### src/design/mcp_pkg.sv
// mcp_pkg: constants, types and slot tables of the menu controller
// assumes a 200 MHz system clock
`default_nettype none
package mcp_pkg;
    localparam int CLK_HZ      = 200_000_000;
    localparam int CYC_PER_MS  = CLK_HZ / 1000;
    localparam int POWERUP_MS  = 1000;
    localparam int HOLD_MS     = 3000;
    localparam int REPEAT_MS   = 50;
    localparam int CLKPULSE_MS = 1;
    localparam int POWERUP_CYC  = POWERUP_MS * CYC_PER_MS;
    localparam int HOLD_CYC     = HOLD_MS * CYC_PER_MS;
    localparam int REPEAT_CYC   = REPEAT_MS * CYC_PER_MS;
    localparam int CLKPULSE_CYC = CLKPULSE_MS * CYC_PER_MS;
    // register byte addresses
    localparam logic [7:0] ADR_STATUS = 8'h00;
    localparam logic [7:0] ADR_OUTS   = 8'h04;
    localparam logic [7:0] ADR_PBASE  = 8'h40;
    // parameter slots
    localparam logic [3:0] S_CHAN = 4'h0, S_REF = 4'h1, S_GLIDE = 4'h2, S_BEND = 4'h3;
    localparam logic [3:0] S_MODE = 4'h4, S_CURVE = 4'h5, S_GAINC = 4'h6, S_GAINF = 4'h7;
    localparam logic [3:0] S_OFFC = 4'h8, S_OFFF = 4'h9, S_AUX = 4'ha, S_GPOL = 4'hb;
    localparam logic [3:0] S_RTRG = 4'hc, S_CDIV = 4'hd, S_CPOL = 4'he;
    localparam int NSLOT = 15;
    localparam logic [2:0] MENU_LAST = 3'h6;
    // midi status nibbles and realtime bytes
    localparam logic [3:0] MS_OFF = 4'h8, MS_ON = 4'h9, MS_CC = 4'hb, MS_PRES = 4'hd, MS_BEND = 4'he;
    localparam logic [7:0] RT_CLK = 8'hf8, RT_START = 8'hfa, RT_CONT = 8'hfb, RT_STOP = 8'hfc;
    localparam logic [7:0] AUX_CC0 = 8'h03;
    typedef enum logic [2:0] {
        LVL_TOP   = 3'b001,
        LVL_PARAM = 3'b010,
        LVL_VALUE = 3'b100
    } mcp_level_t;
    function automatic logic [7:0] slot_default(input logic [3:0] s);
        case (s)
            S_CHAN:  slot_default = 8'h01;
            S_REF:   slot_default = 8'h18;
            S_BEND:  slot_default = 8'h0c;
            S_CURVE: slot_default = 8'h01;
            S_GAINC, S_GAINF, S_OFFC, S_OFFF: slot_default = 8'h3f;
            S_CDIV:  slot_default = 8'h01;
            default: slot_default = 8'h00;
        endcase
    endfunction
    function automatic logic [7:0] slot_min(input logic [3:0] s);
        case (s)
            S_CHAN, S_CDIV: slot_min = 8'h01;
            S_REF:          slot_min = 8'h0c;
            default:        slot_min = 8'h00;
        endcase
    endfunction
    function automatic logic [7:0] slot_max(input logic [3:0] s);
        case (s)
            S_CHAN:  slot_max = 8'h0f;
            S_REF:   slot_max = 8'h48;
            S_GLIDE: slot_max = 8'h64;
            S_BEND:  slot_max = 8'h3c;
            S_GAINC, S_GAINF, S_OFFC, S_OFFF: slot_max = 8'h7e;
            S_AUX:   slot_max = 8'h0a;
            S_RTRG:  slot_max = 8'h14;
            S_CDIV:  slot_max = 8'h3d;
            default: slot_max = 8'h01;
        endcase
    endfunction
    function automatic logic [7:0] clamp(input logic [3:0] s, input logic [7:0] v);
        if (v < slot_min(s)) clamp = slot_min(s);
        else if (v > slot_max(s)) clamp = slot_max(s);
        else clamp = v;
    endfunction
    // parameters per top menu; lfo, store, init and version open nothing here
    function automatic logic [3:0] param_count(input logic [2:0] m);
        case (m)
            3'h0:    param_count = 4'h9;
            3'h1,
            3'h2:    param_count = 4'h2;
            default: param_count = 4'h0;
        endcase
    endfunction
    function automatic logic [3:0] slot_of(input logic [2:0] m, input logic [3:0] p, input logic f);
        case (m)
            3'h0: begin
                if (p == 4'h6) slot_of = f ? S_GAINF : S_GAINC;
                else if (p == 4'h7) slot_of = f ? S_OFFF : S_OFFC;
                else if (p == 4'h8) slot_of = S_AUX;
                else slot_of = p;
            end
            3'h1:    slot_of = S_GPOL + p;
            default: slot_of = S_CDIV + p;
        endcase
    endfunction
    // controller numbers offered as aux sources
    function automatic logic [6:0] aux_ctrl(input logic [7:0] a);
        case (a)
            8'h03:   aux_ctrl = 7'h01;
            8'h04:   aux_ctrl = 7'h02;
            8'h05:   aux_ctrl = 7'h04;
            8'h06:   aux_ctrl = 7'h07;
            8'h07:   aux_ctrl = 7'h0a;
            8'h08:   aux_ctrl = 7'h0b;
            8'h09:   aux_ctrl = 7'h10;
            default: aux_ctrl = 7'h11;
        endcase
    endfunction
endpackage
`default_nettype wire

### src/design/mcp_menu_params.sv
// mcp_menu_params: menu, settings and midi interpretation of a midi-to-cv unit
// assumes decoded midi bytes on clk, classic wishbone master, raw button pins
// Contract
// [RULE1] wait about one second before converting
// [RULE2] once ready, gate, reset, clock lamps work; gate_led follows ready here, not the gate
// [RULE3] six menus plus version, no wrap
// [RULE4] enter opens up to nine parameters
// [RULE5] enter edits; long hold accelerates steps
// [RULE6] escape climbs one level per press
// [RULE7] changes act on outputs at once
// [RULE8] settings volatile until stored
// [RULE9] channel 1 to 15, default 1
// [RULE10] reference note 12 to 72, default 24
// [RULE11] glide 0 to 100, default 0
// [RULE12] bend range 0 to 60, default 12
// [RULE13] highest or last held note wins
// [RULE14] curve hz per volt or volt/octave
// [RULE15] gain trim coarse, then fine, 0-126
// [RULE16] offset trim two-step, default zero volts
// [RULE17] aux source velocity, bend, pressure, controller
// [RULE18] gate polarity high or low
// [RULE19] retrigger gap 0 to 20 ms
// [RULE20] clock menu holds two parameters
// [RULE21] clock divisor 1 to 61, default 1
// [RULE22] editing saturates at limits
//
// The placing of the registers and the Wishbone interface to the registers were left to the implementer.
`default_nettype none
module mcp_menu_params #(
    parameter int POWERUP_CYCLES  = mcp_pkg::POWERUP_CYC,
    parameter int HOLD_CYCLES     = mcp_pkg::HOLD_CYC,
    parameter int REPEAT_CYCLES   = mcp_pkg::REPEAT_CYC,
    parameter int MS_CYCLES       = mcp_pkg::CYC_PER_MS,
    parameter int CLKPULSE_CYCLES = mcp_pkg::CLKPULSE_CYC
) (
    input  wire logic        clk,
    input  wire logic        reset,
    input  wire logic        wb_cyc_i,
    input  wire logic        wb_stb_i,
    input  wire logic        wb_we_i,
    input  wire logic [7:0]  wb_adr_i,
    input  wire logic [3:0]  wb_sel_i,
    input  wire logic [31:0] wb_dat_i,
    output logic [31:0]      wb_dat_o,
    output logic             wb_ack_o,
    input  wire logic [3:0]  btn_pins,      // inc, dec, enter, escape
    input  wire logic        midi_valid,
    input  wire logic [7:0]  midi_status,
    input  wire logic [6:0]  midi_data1,
    input  wire logic [6:0]  midi_data2,
    output logic             ready,
    output logic             show_version,
    output logic             gate_led,
    output logic             clock_led,
    output logic             reset_led,
    output logic [6:0]       pitch_note,
    output logic [13:0]      pitch_bend,
    output logic [6:0]       aux_voltage_out,
    output logic             gate_out,
    output logic             clock_out,
    output logic             reset_out,
    output logic [2:0]       menu_level
);
    logic [7:0]  prm [mcp_pkg::NSLOT];
    mcp_pkg::mcp_level_t level;
    logic [2:0]   menu;
    logic [3:0]   param;
    logic         fine;
    logic [3:0]   btn;
    logic         inc_p, dec_p, ent_p, esc_p;
    logic [3:0]   cur;
    logic [31:0]  power_cnt;
    logic [127:0] held;
    logic [6:0]   last_note, hi_note;
    logic         last_valid;
    logic [31:0]  gap_cnt, pulse_cnt;
    logic [5:0]   div_cnt;
    logic [7:0]   chan_idx;
    logic         chan_ok, note_on, note_off, tick, wrap, gate_core;
    logic         bus_req, bus_wr;
    logic [7:0]   woff;
    logic [31:0]  next_rdata;

    // one synchroniser and repeat generator per button
    for (genvar i = 0; i < 4; i++) begin : g_btn
        mcp_button #(
            .HOLD_CYCLES  (HOLD_CYCLES),
            .REPEAT_CYCLES(REPEAT_CYCLES)
        ) u_btn (
            .clk  (clk),
            .reset(reset),
            .pin  (btn_pins[i]),
            .press(btn[i])
        );
    end
    assign inc_p = btn[0] && !btn[1];
    assign dec_p = btn[1] && !btn[0];
    assign ent_p = btn[2];
    assign esc_p = btn[3];
    assign cur   = mcp_pkg::slot_of(menu, param, fine);

    // power-up idle while the version shows
    always_ff @(posedge clk) begin
        if (reset) begin
            power_cnt <= 32'h0;
            ready     <= 1'b0;
        end else if (!ready) begin
            if (power_cnt == 32'(POWERUP_CYCLES - 1)) ready <= 1'b1; // RULE1
            else power_cnt <= power_cnt + 32'h1;
        end
    end

    // menu walk: top, parameter and value levels
    always_ff @(posedge clk) begin
        if (reset) begin
            level <= mcp_pkg::LVL_TOP;
            menu  <= 3'h0;
            param <= 4'h0;
            fine  <= 1'b0;
        end else if (ready) begin
            case (level)
                mcp_pkg::LVL_TOP: begin
                    if (ent_p && mcp_pkg::param_count(menu) != 4'h0) begin
                        level <= mcp_pkg::LVL_PARAM; // RULE4
                        param <= 4'h0;
                    end else if (inc_p && menu != mcp_pkg::MENU_LAST) menu <= menu + 3'h1; // RULE3
                    else if (dec_p && menu != 3'h0) menu <= menu - 3'h1; // RULE3
                end
                mcp_pkg::LVL_PARAM: begin
                    if (esc_p) level <= mcp_pkg::LVL_TOP; // RULE6
                    else if (ent_p) begin
                        level <= mcp_pkg::LVL_VALUE; // RULE5
                        fine  <= 1'b0; // RULE15 RULE16
                    end else if (inc_p && param != mcp_pkg::param_count(menu) - 4'h1) param <= param + 4'h1; // RULE4
                    else if (dec_p && param != 4'h0) param <= param - 4'h1; // RULE4 RULE20
                end
                mcp_pkg::LVL_VALUE: begin
                    if (esc_p) begin
                        level <= mcp_pkg::LVL_PARAM; // RULE6
                        fine  <= 1'b0;
                    end else if (ent_p && menu == 3'h0 && (param == 4'h6 || param == 4'h7)) begin
                        fine <= 1'b1; // RULE15 RULE16
                    end
                end
                default: level <= mcp_pkg::LVL_TOP;
            endcase
        end
    end
    assign menu_level = level;

    // settings live only in these flops; reset brings defaults back
    always_ff @(posedge clk) begin
        if (reset) begin
            for (int i = 0; i < mcp_pkg::NSLOT; i++) begin
                prm[i] <= mcp_pkg::slot_default(4'(i)); // RULE8 RULE9 RULE10 RULE11 RULE12 RULE14 RULE21
            end
        end else if (bus_wr) begin
            prm[woff[5:2]] <= mcp_pkg::clamp(woff[5:2], wb_dat_i[7:0]);
        end else if (ready && level == mcp_pkg::LVL_VALUE) begin
            if (inc_p && prm[cur] < mcp_pkg::slot_max(cur)) prm[cur] <= prm[cur] + 8'h01; // RULE22
            else if (dec_p && prm[cur] > mcp_pkg::slot_min(cur)) prm[cur] <= prm[cur] - 8'h01; // RULE22
        end
    end

    // channel filter on channel voice messages
    assign chan_idx = prm[mcp_pkg::S_CHAN] - 8'h01;
    assign chan_ok  = midi_valid && ready && midi_status[7:4] != 4'hf
                      && midi_status[3:0] == chan_idx[3:0]; // RULE9
    assign note_on  = chan_ok && midi_status[7:4] == mcp_pkg::MS_ON && midi_data2 != 7'h0;
    assign note_off = chan_ok && (midi_status[7:4] == mcp_pkg::MS_OFF
                      || (midi_status[7:4] == mcp_pkg::MS_ON && midi_data2 == 7'h0));
    assign tick     = midi_valid && ready && midi_status == mcp_pkg::RT_CLK;

    function automatic logic [6:0] highest(input logic [127:0] h);
        highest = 7'h0;
        for (int i = 0; i < 128; i++) begin
            if (h[i]) highest = 7'(i);
        end
    endfunction
    assign hi_note = highest(held);

    // held keys and most recent key
    always_ff @(posedge clk) begin
        if (reset) begin
            held       <= 128'h0;
            last_note  <= 7'h0;
            last_valid <= 1'b0;
        end else if (note_on) begin
            held[midi_data1] <= 1'b1;
            last_note        <= midi_data1;
            last_valid       <= 1'b1;
        end else if (note_off) begin
            held[midi_data1] <= 1'b0;
            if (midi_data1 == last_note) last_valid <= 1'b0;
        end
    end

    // note priority picks the sounding note
    always_ff @(posedge clk) begin
        if (reset) pitch_note <= 7'h0;
        else if (prm[mcp_pkg::S_MODE][0] && last_valid) pitch_note <= last_note; // RULE13
        else if (held != 128'h0) pitch_note <= hi_note; // RULE13
    end

    // retrigger gap after a key pressed over a held key
    always_ff @(posedge clk) begin
        if (reset) gap_cnt <= 32'h0;
        else if (note_on && held != 128'h0 && prm[mcp_pkg::S_RTRG] != 8'h0)
            gap_cnt <= 32'(prm[mcp_pkg::S_RTRG]) * 32'(MS_CYCLES); // RULE19
        else if (gap_cnt != 32'h0) gap_cnt <= gap_cnt - 32'h1;
    end
    assign gate_core = held != 128'h0 && gap_cnt == 32'h0;

    // gate with selectable sense, lamps
    always_ff @(posedge clk) begin
        if (reset) begin
            gate_out     <= 1'b0;
            gate_led     <= 1'b0;
            show_version <= 1'b1;
        end else begin
            gate_out     <= (ready && gate_core) ^ prm[mcp_pkg::S_GPOL][0]; // RULE18 RULE7
            gate_led     <= ready; // RULE2
            show_version <= !ready; // RULE1
        end
    end

    // clock divider and output pulse
    assign wrap = tick && div_cnt >= prm[mcp_pkg::S_CDIV][5:0] - 6'h1;
    always_ff @(posedge clk) begin
        if (reset) div_cnt <= 6'h0;
        else if (wrap) div_cnt <= 6'h0; // RULE21
        else if (tick) div_cnt <= div_cnt + 6'h1;
    end
    always_ff @(posedge clk) begin
        if (reset) pulse_cnt <= 32'h0;
        else if (wrap) pulse_cnt <= 32'(CLKPULSE_CYCLES);
        else if (pulse_cnt != 32'h0) pulse_cnt <= pulse_cnt - 32'h1;
    end
    always_ff @(posedge clk) begin
        if (reset) begin
            clock_out <= 1'b0;
            clock_led <= 1'b0;
        end else begin
            clock_out <= (pulse_cnt != 32'h0) ^ prm[mcp_pkg::S_CPOL][0]; // RULE20 RULE7
            clock_led <= pulse_cnt != 32'h0; // RULE2
        end
    end

    // transport state drives reset output
    always_ff @(posedge clk) begin
        if (reset) reset_out <= 1'b0;
        else if (midi_valid && ready) begin
            if (midi_status == mcp_pkg::RT_START || midi_status == mcp_pkg::RT_CONT) reset_out <= 1'b0;
            else if (midi_status == mcp_pkg::RT_STOP) reset_out <= 1'b1;
        end
    end
    assign reset_led = reset_out; // RULE2

    // bend value and aux source selection
    always_ff @(posedge clk) begin
        if (reset) pitch_bend <= 14'h2000;
        else if (chan_ok && midi_status[7:4] == mcp_pkg::MS_BEND) pitch_bend <= {midi_data2, midi_data1};
    end
    always_ff @(posedge clk) begin
        if (reset) aux_voltage_out <= 7'h0;
        else if (chan_ok) begin
            case (prm[mcp_pkg::S_AUX])
                8'h00: if (note_on) aux_voltage_out <= midi_data2; // RULE17
                8'h01: if (midi_status[7:4] == mcp_pkg::MS_BEND) aux_voltage_out <= midi_data2;
                8'h02: if (midi_status[7:4] == mcp_pkg::MS_PRES) aux_voltage_out <= midi_data1;
                default:
                    if (midi_status[7:4] == mcp_pkg::MS_CC
                        && midi_data1 == mcp_pkg::aux_ctrl(prm[mcp_pkg::S_AUX])) // RULE17
                        aux_voltage_out <= midi_data2;
            endcase
        end
    end

    // wishbone slave: one wait state, unmapped reads zero
    assign bus_req = wb_cyc_i && wb_stb_i && !wb_ack_o;
    assign woff    = wb_adr_i - mcp_pkg::ADR_PBASE;
    assign bus_wr  = bus_req && wb_we_i && wb_sel_i[0] && wb_adr_i >= mcp_pkg::ADR_PBASE
                     && woff[7:2] < 6'(mcp_pkg::NSLOT) && woff[1:0] == 2'h0;
    always_comb begin
        next_rdata = 32'h0;
        if (wb_adr_i == mcp_pkg::ADR_STATUS)
            next_rdata = {17'h0, ready, level, menu, param, 3'h0, fine};
        else if (wb_adr_i == mcp_pkg::ADR_OUTS)
            next_rdata = {20'h0, gate_out, clock_out, reset_out, gate_core, 1'b0, pitch_note};
        else if (wb_adr_i >= mcp_pkg::ADR_PBASE && woff[7:2] < 6'(mcp_pkg::NSLOT) && woff[1:0] == 2'h0)
            next_rdata = {24'h0, prm[woff[5:2]]};
    end
    always_ff @(posedge clk) begin
        if (reset) begin
            wb_ack_o <= 1'b0;
            wb_dat_o <= 32'h0;
        end else begin
            wb_ack_o <= bus_req;
            if (bus_req && !wb_we_i) wb_dat_o <= next_rdata;
        end
    end
endmodule // mcp_menu_params
`default_nettype wire

### src/design/mcp_button.sv
// mcp_button: button synchroniser, press pulse and held-key repeat
// assumes an active-high asynchronous pin, debounced outside
`default_nettype none
module mcp_button #(
    parameter int HOLD_CYCLES   = mcp_pkg::HOLD_CYC,
    parameter int REPEAT_CYCLES = mcp_pkg::REPEAT_CYC
) (
    input  wire logic clk,
    input  wire logic reset,
    input  wire logic pin,
    output logic      press
);
    logic        sync1;
    logic        sync2;
    logic        prev;
    logic        accel;
    logic [31:0] hold_cnt;
    logic [31:0] rep_cnt;
    // two-stage synchroniser and edge history
    always_ff @(posedge clk) begin
        if (reset) begin
            sync1 <= 1'b0;
            sync2 <= 1'b0;
            prev  <= 1'b0;
        end else begin
            sync1 <= pin;
            sync2 <= sync1;
            prev  <= sync2;
        end
    end
    // long hold switches to accelerated stepping
    always_ff @(posedge clk) begin
        if (reset || !sync2) begin
            hold_cnt <= 32'h0;
            accel    <= 1'b0;
        end else if (hold_cnt == 32'(HOLD_CYCLES - 1)) begin
            accel <= 1'b1; // RULE5
        end else begin
            hold_cnt <= hold_cnt + 32'h1;
        end
    end
    // repeat period while accelerated
    always_ff @(posedge clk) begin
        if (reset || !accel || rep_cnt == 32'(REPEAT_CYCLES - 1)) rep_cnt <= 32'h0;
        else rep_cnt <= rep_cnt + 32'h1;
    end
    assign press = (sync2 && !prev) || (accel && rep_cnt == 32'(REPEAT_CYCLES - 1)); // RULE5
endmodule // mcp_button
`default_nettype wire

### config.mk
export PLATFORM = sky130hd
export DESIGN_NAME = mcp_menu_params
export DESIGN_NICKNAME = d
export VERILOG_FILES = /design/src/design/mcp_pkg.sv /design/src/design/mcp_menu_params.sv /design/src/design/mcp_button.sv
export SDC_FILE = /design/constraint.sdc
export NUM_CORES = 2
export LEC_CHECK = 0
export BUFFER_PORTS_ARGS = -buffer_cell sky130_fd_sc_hd__buf_2
export CORE_MARGIN = 2
export CORE_UTILIZATION = 65
export CTS_CLUSTER_SIZE = 28
export DETAILED_ROUTE_END_ITERATION = 8
export GPL_TIMING_DRIVEN = 0
export PLACE_DENSITY = 0.89
export SLEW_MARGIN = 40
export SYNTH_ARGS = -nofsm -noshare
export SYNTH_HDL_FRONTEND = slang
export SYNTH_SLANG_ARGS = --single-unit
### constraint.sdc
create_clock -name clk -period 13.8 [get_ports clk]
set_input_delay 0 -clock clk [delete_from_list [all_inputs] [get_ports clk]]
set_output_delay 0 -clock clk [all_outputs]
set_load 0.01 [all_outputs]
==> impl_metrics.py <==
metrics = {
    "outcome": {
        "status": "finished clean",
    },
    "finish": {
        "fillCellCount": 4148,
        "instances_no_fill": 5360,
        "multiInputGateArea_um2": 20500,
        "regArea_um2": 15300,
        "post-route-util_pct": 73.7,
        "syn2layout_area_growth_pct": 11.9,
        "drive_gt1_share_pct": 9.04,
        "nNetsFinal": 4757,
    },
    "logic_synthesis": {
        "async_reset_ff_share_pct": 0,
        "synthAdderAreaFrac_pct": 4.91,
        "yosysSeqAreaShare_pct": 41.1,
        "synth_xor_area_share_pct": 8.19,
        "ys_ff_latch": 700,
        "ys_warn_count": 0,
        "synth.area.top_cells": "dfxtp_1 31%, edfxtp_1 10%, nor2_1 6.8%",
        "syn_inst": 4323,
        "synth-edff-count": 128,
        "synth_top_area_cell": "dfxtp_1",
        "synth_compound_area_share_pct": 11.8,
        "synth_commonest_cells": "669 x nor2_1, 572 x dfxtp_1, 307 x nand2_1",
        "synth.distinct_cells": 98,
        "synth_top_family_by_area": "simple AND/OR/NAND/NOR gates",
        "synth.avg_cell_area_um2": 8.61,
        "muxShareOfSynthArea_pct": 4.86,
        "synth-main-ff-cell": "dfxtp_1",
        "synth_top_area_share_pct": 30.8,
        "synthSimpleGateAreaFrac_pct": 24.9,
        "syn_area_um2": 37200,
        "synth.most_common_cell": "nor2_1",
    },
    "grt": {
        "gr-total-overflow": 0,
        "grt_usage_pct": 37.6,
        "grt_max_degree": 14,
        "grt_pass1_wl_mm": 176,
        "antenna_found_initial": 5,
        "grt_pass1_vias": 32547,
    },
    "floorplanning": {
        "die_h_um": 243,
        "pin_count": 148,
        "core_area_um2": 56500,
        "die-area_um2": 59200,
        "dieWidth_um": 243,
        "std_cell_rows": 87,
        "start_util_pct": 65.8,
    },
    "pwr": {
        "clockPowerShare_pct": 39.9,
        "p_switching_w": 0.00146,
        "p_leak_nw": 15.3,
        "vdd_drop_max_v": 0.000123,
        "power_frac_comb_pct": 16.3,
        "p_sw_share_pct": 28.1,
        "pwr_density_cell_nw_per_um2": 125,
        "power_frac_seq_pct": 43.8,
        "p_int_w": 0.00373,
    },
    "clock_tree": {
        "cts_tree": "yes",
        "post_cts_buffers": 0,
        "clkLatencyLatePin_ps": 640,
        "clk_pin_slew_worst_paths_ps": 70,
        "htreeDepth": 3,
        "clock_path_buffers": 3,
        "cts.sinks": 700,
        "cts_inserted_buffers": 76,
        "clockRootBuffer": "clkbuf_16",
    },
    "sta": {
        "drv_slew": 0,
        "worst_slew_pin_slew_ps": 951,
        "fin_tns_setup_ps": 0,
        "clock_skew_ps": 23.7,
        "rsz0062_at_grt": "no",
        "finalCriticalPeriod_ps": 8720,
        "fmax_mhz": 115,
        "holdWs_ps": 29.3,
        "hold_viol": 0,
        "finalSetupViolCount": 0,
        "min_period_over_period_pct": 63.2,
        "max_slew_margin_pct": 36.6,
    },
    "setup_path": {
        "slowest_delay_ps": 650,
        "ff2ff_path_depth": 32,
        "reg2reg_slack_ps": 5080,
        "cp.required_ps": 14120,
        "crit_fanout": 10,
        "critPathLaunch": "menu[1]$_SDFFE_PP0P_",
        "cp.arrival_ps": 9040,
        "crit_path_start_kind": "flop",
        "critPathKind": "reg2reg",
        "end_kind": "flop",
        "slowest_stage": "clkbuf_1",
        "crit-reg2reg-launch": "menu[1]$_SDFFE_PP0P_",
    },
    "route": {
        "routed_wirelength_mm": 115,
        "ant_nets": 0,
        "vias": 34563,
        "viasPerCell": 6.45,
        "drc_errors": 0,
        "wl_per_cell_um": 21.4,
        "drt_pass1_iterations": 6,
        "dr.first_iter.drc_count": 4130,
    },
    "hold_path": {
        "min_path_type": "in2reg",
        "hold_start": "midi_data1[5]",
        "min_path_cells": 5,
    },
    "placed_design": {
        "gp_congestion": 1.05,
        "place_hpwl_mm": 81.5,
        "port_buffers": 102,
        "dpl.cell_count": 5199,
    },
    "flow_run": {
        "maxCapViolCount": 0,
    },
}
final timing paths:
check	to
hold reg to reg	g_btn[1].u_btn.rep_cnt[0]$_SDFF_PP0_
setup / recovery	prm[8][7]$_SDFFCE_PN0P_
hold / removal	flop
setup reg to reg	prm[8][7]$_SDFFCE_PN0P_
cells by family after synthesis:
logic type      Yosys count
other cells               1
simple gates           1912
flops                   700
compound gates          724
buf+inv                 378
mux                     123
xor+xnor                348
fa+ha+maj               137
per-stage QoR:
stage | total power, W | setup WS (ps) | area [µm²]
2_1_floorplan | 0.00291 | 7510 | 37300
3_3_place_gp | 0.00308 | 5480 | 38700
3_5_place_dp | 0.00312 | 5480 | 38800
4_1_cts | 0.00516 | 5370 | 41600
5_1_grt | 0.00536 | 4800 | 41600
6_report | 0.00519 | 5080 | 41600
power by group through the flow:
stage / clock network (W) / logic [W] / registers (W)
6_report: 0.00207 / 0.000845 / 0.00227
5_1_grt: 0.00216 / 0.000926 / 0.00228
4_1_cts: 0.00207 / 0.000828 / 0.00227
3_5_place_dp: 0 / 0.000806 / 0.00231
3_3_place_gp: 0 / 0.000774 / 0.00230
2_1_floorplan: 0 / 0.000621 / 0.00228
cell usage in the layout, fill, tap and decap left out, types with 22 or more instances in the layout:
master,instances
a211oi_1,31
a21oi_1,261
a31oi_1,25
and3_1,72
buf_2,126
buf_4,25
clkbuf_1,168
clkbuf_16,79
dfxtp_1,572
dlygate4sd3_1,22
edfxtp_1,128
ha_1,122
inv_1,148
mux2i_1,60
mux4_2,42
nand2_1,307
nand2b_1,33
nand3_1,267
nand4_1,73
nor2_1,669
nor2b_1,53
nor3_1,149
nor4_1,74
o21ai_0,217
or3_1,58
xnor2_1,119
xor2_1,229
worst max-delay path: cells and delay by family (launching register included):
kind            cells  cell delay, ps
compound gates     12            2850
fa+ha+maj           4            1280
simple gates        7            1060
flops               1             470
buf+inv             8            2530
xor+xnor            1             180
layout make-up:
type | instances | share of cell area [%]
multi-input cells | 3261 | 49.3
flip-flops and latches | 700 | 36.7
clock buffers | 102 | 5.20
plain buffers | 227 | 2.44
well taps | 756 | 2.27
repair buffers | 127 | 1.81
inverters | 151 | 1.36
clock inverters | 32 | 0.842
diodes | 4 | 0.0240
per-layer routing:
metal | track usage, % | vias to the layer above | part of all wire (%)
met3 | 9.74 | 533 | 12
li1 | - | 15730 | -
met4 | 23.0 | 6 | 6.8
met5 | 0 | - | 0.031
met2 | 58.1 | 2139 | 44
met1 | 47.3 | 16155 | 38
what timing repair did:
action / CTS / global route
endpoints found under the hold margin: 38 / 0
gates resized for setup: 0 / 0
hold buffers: 22 / 0
Note: power is estimated with default switching activity, not from simulation.
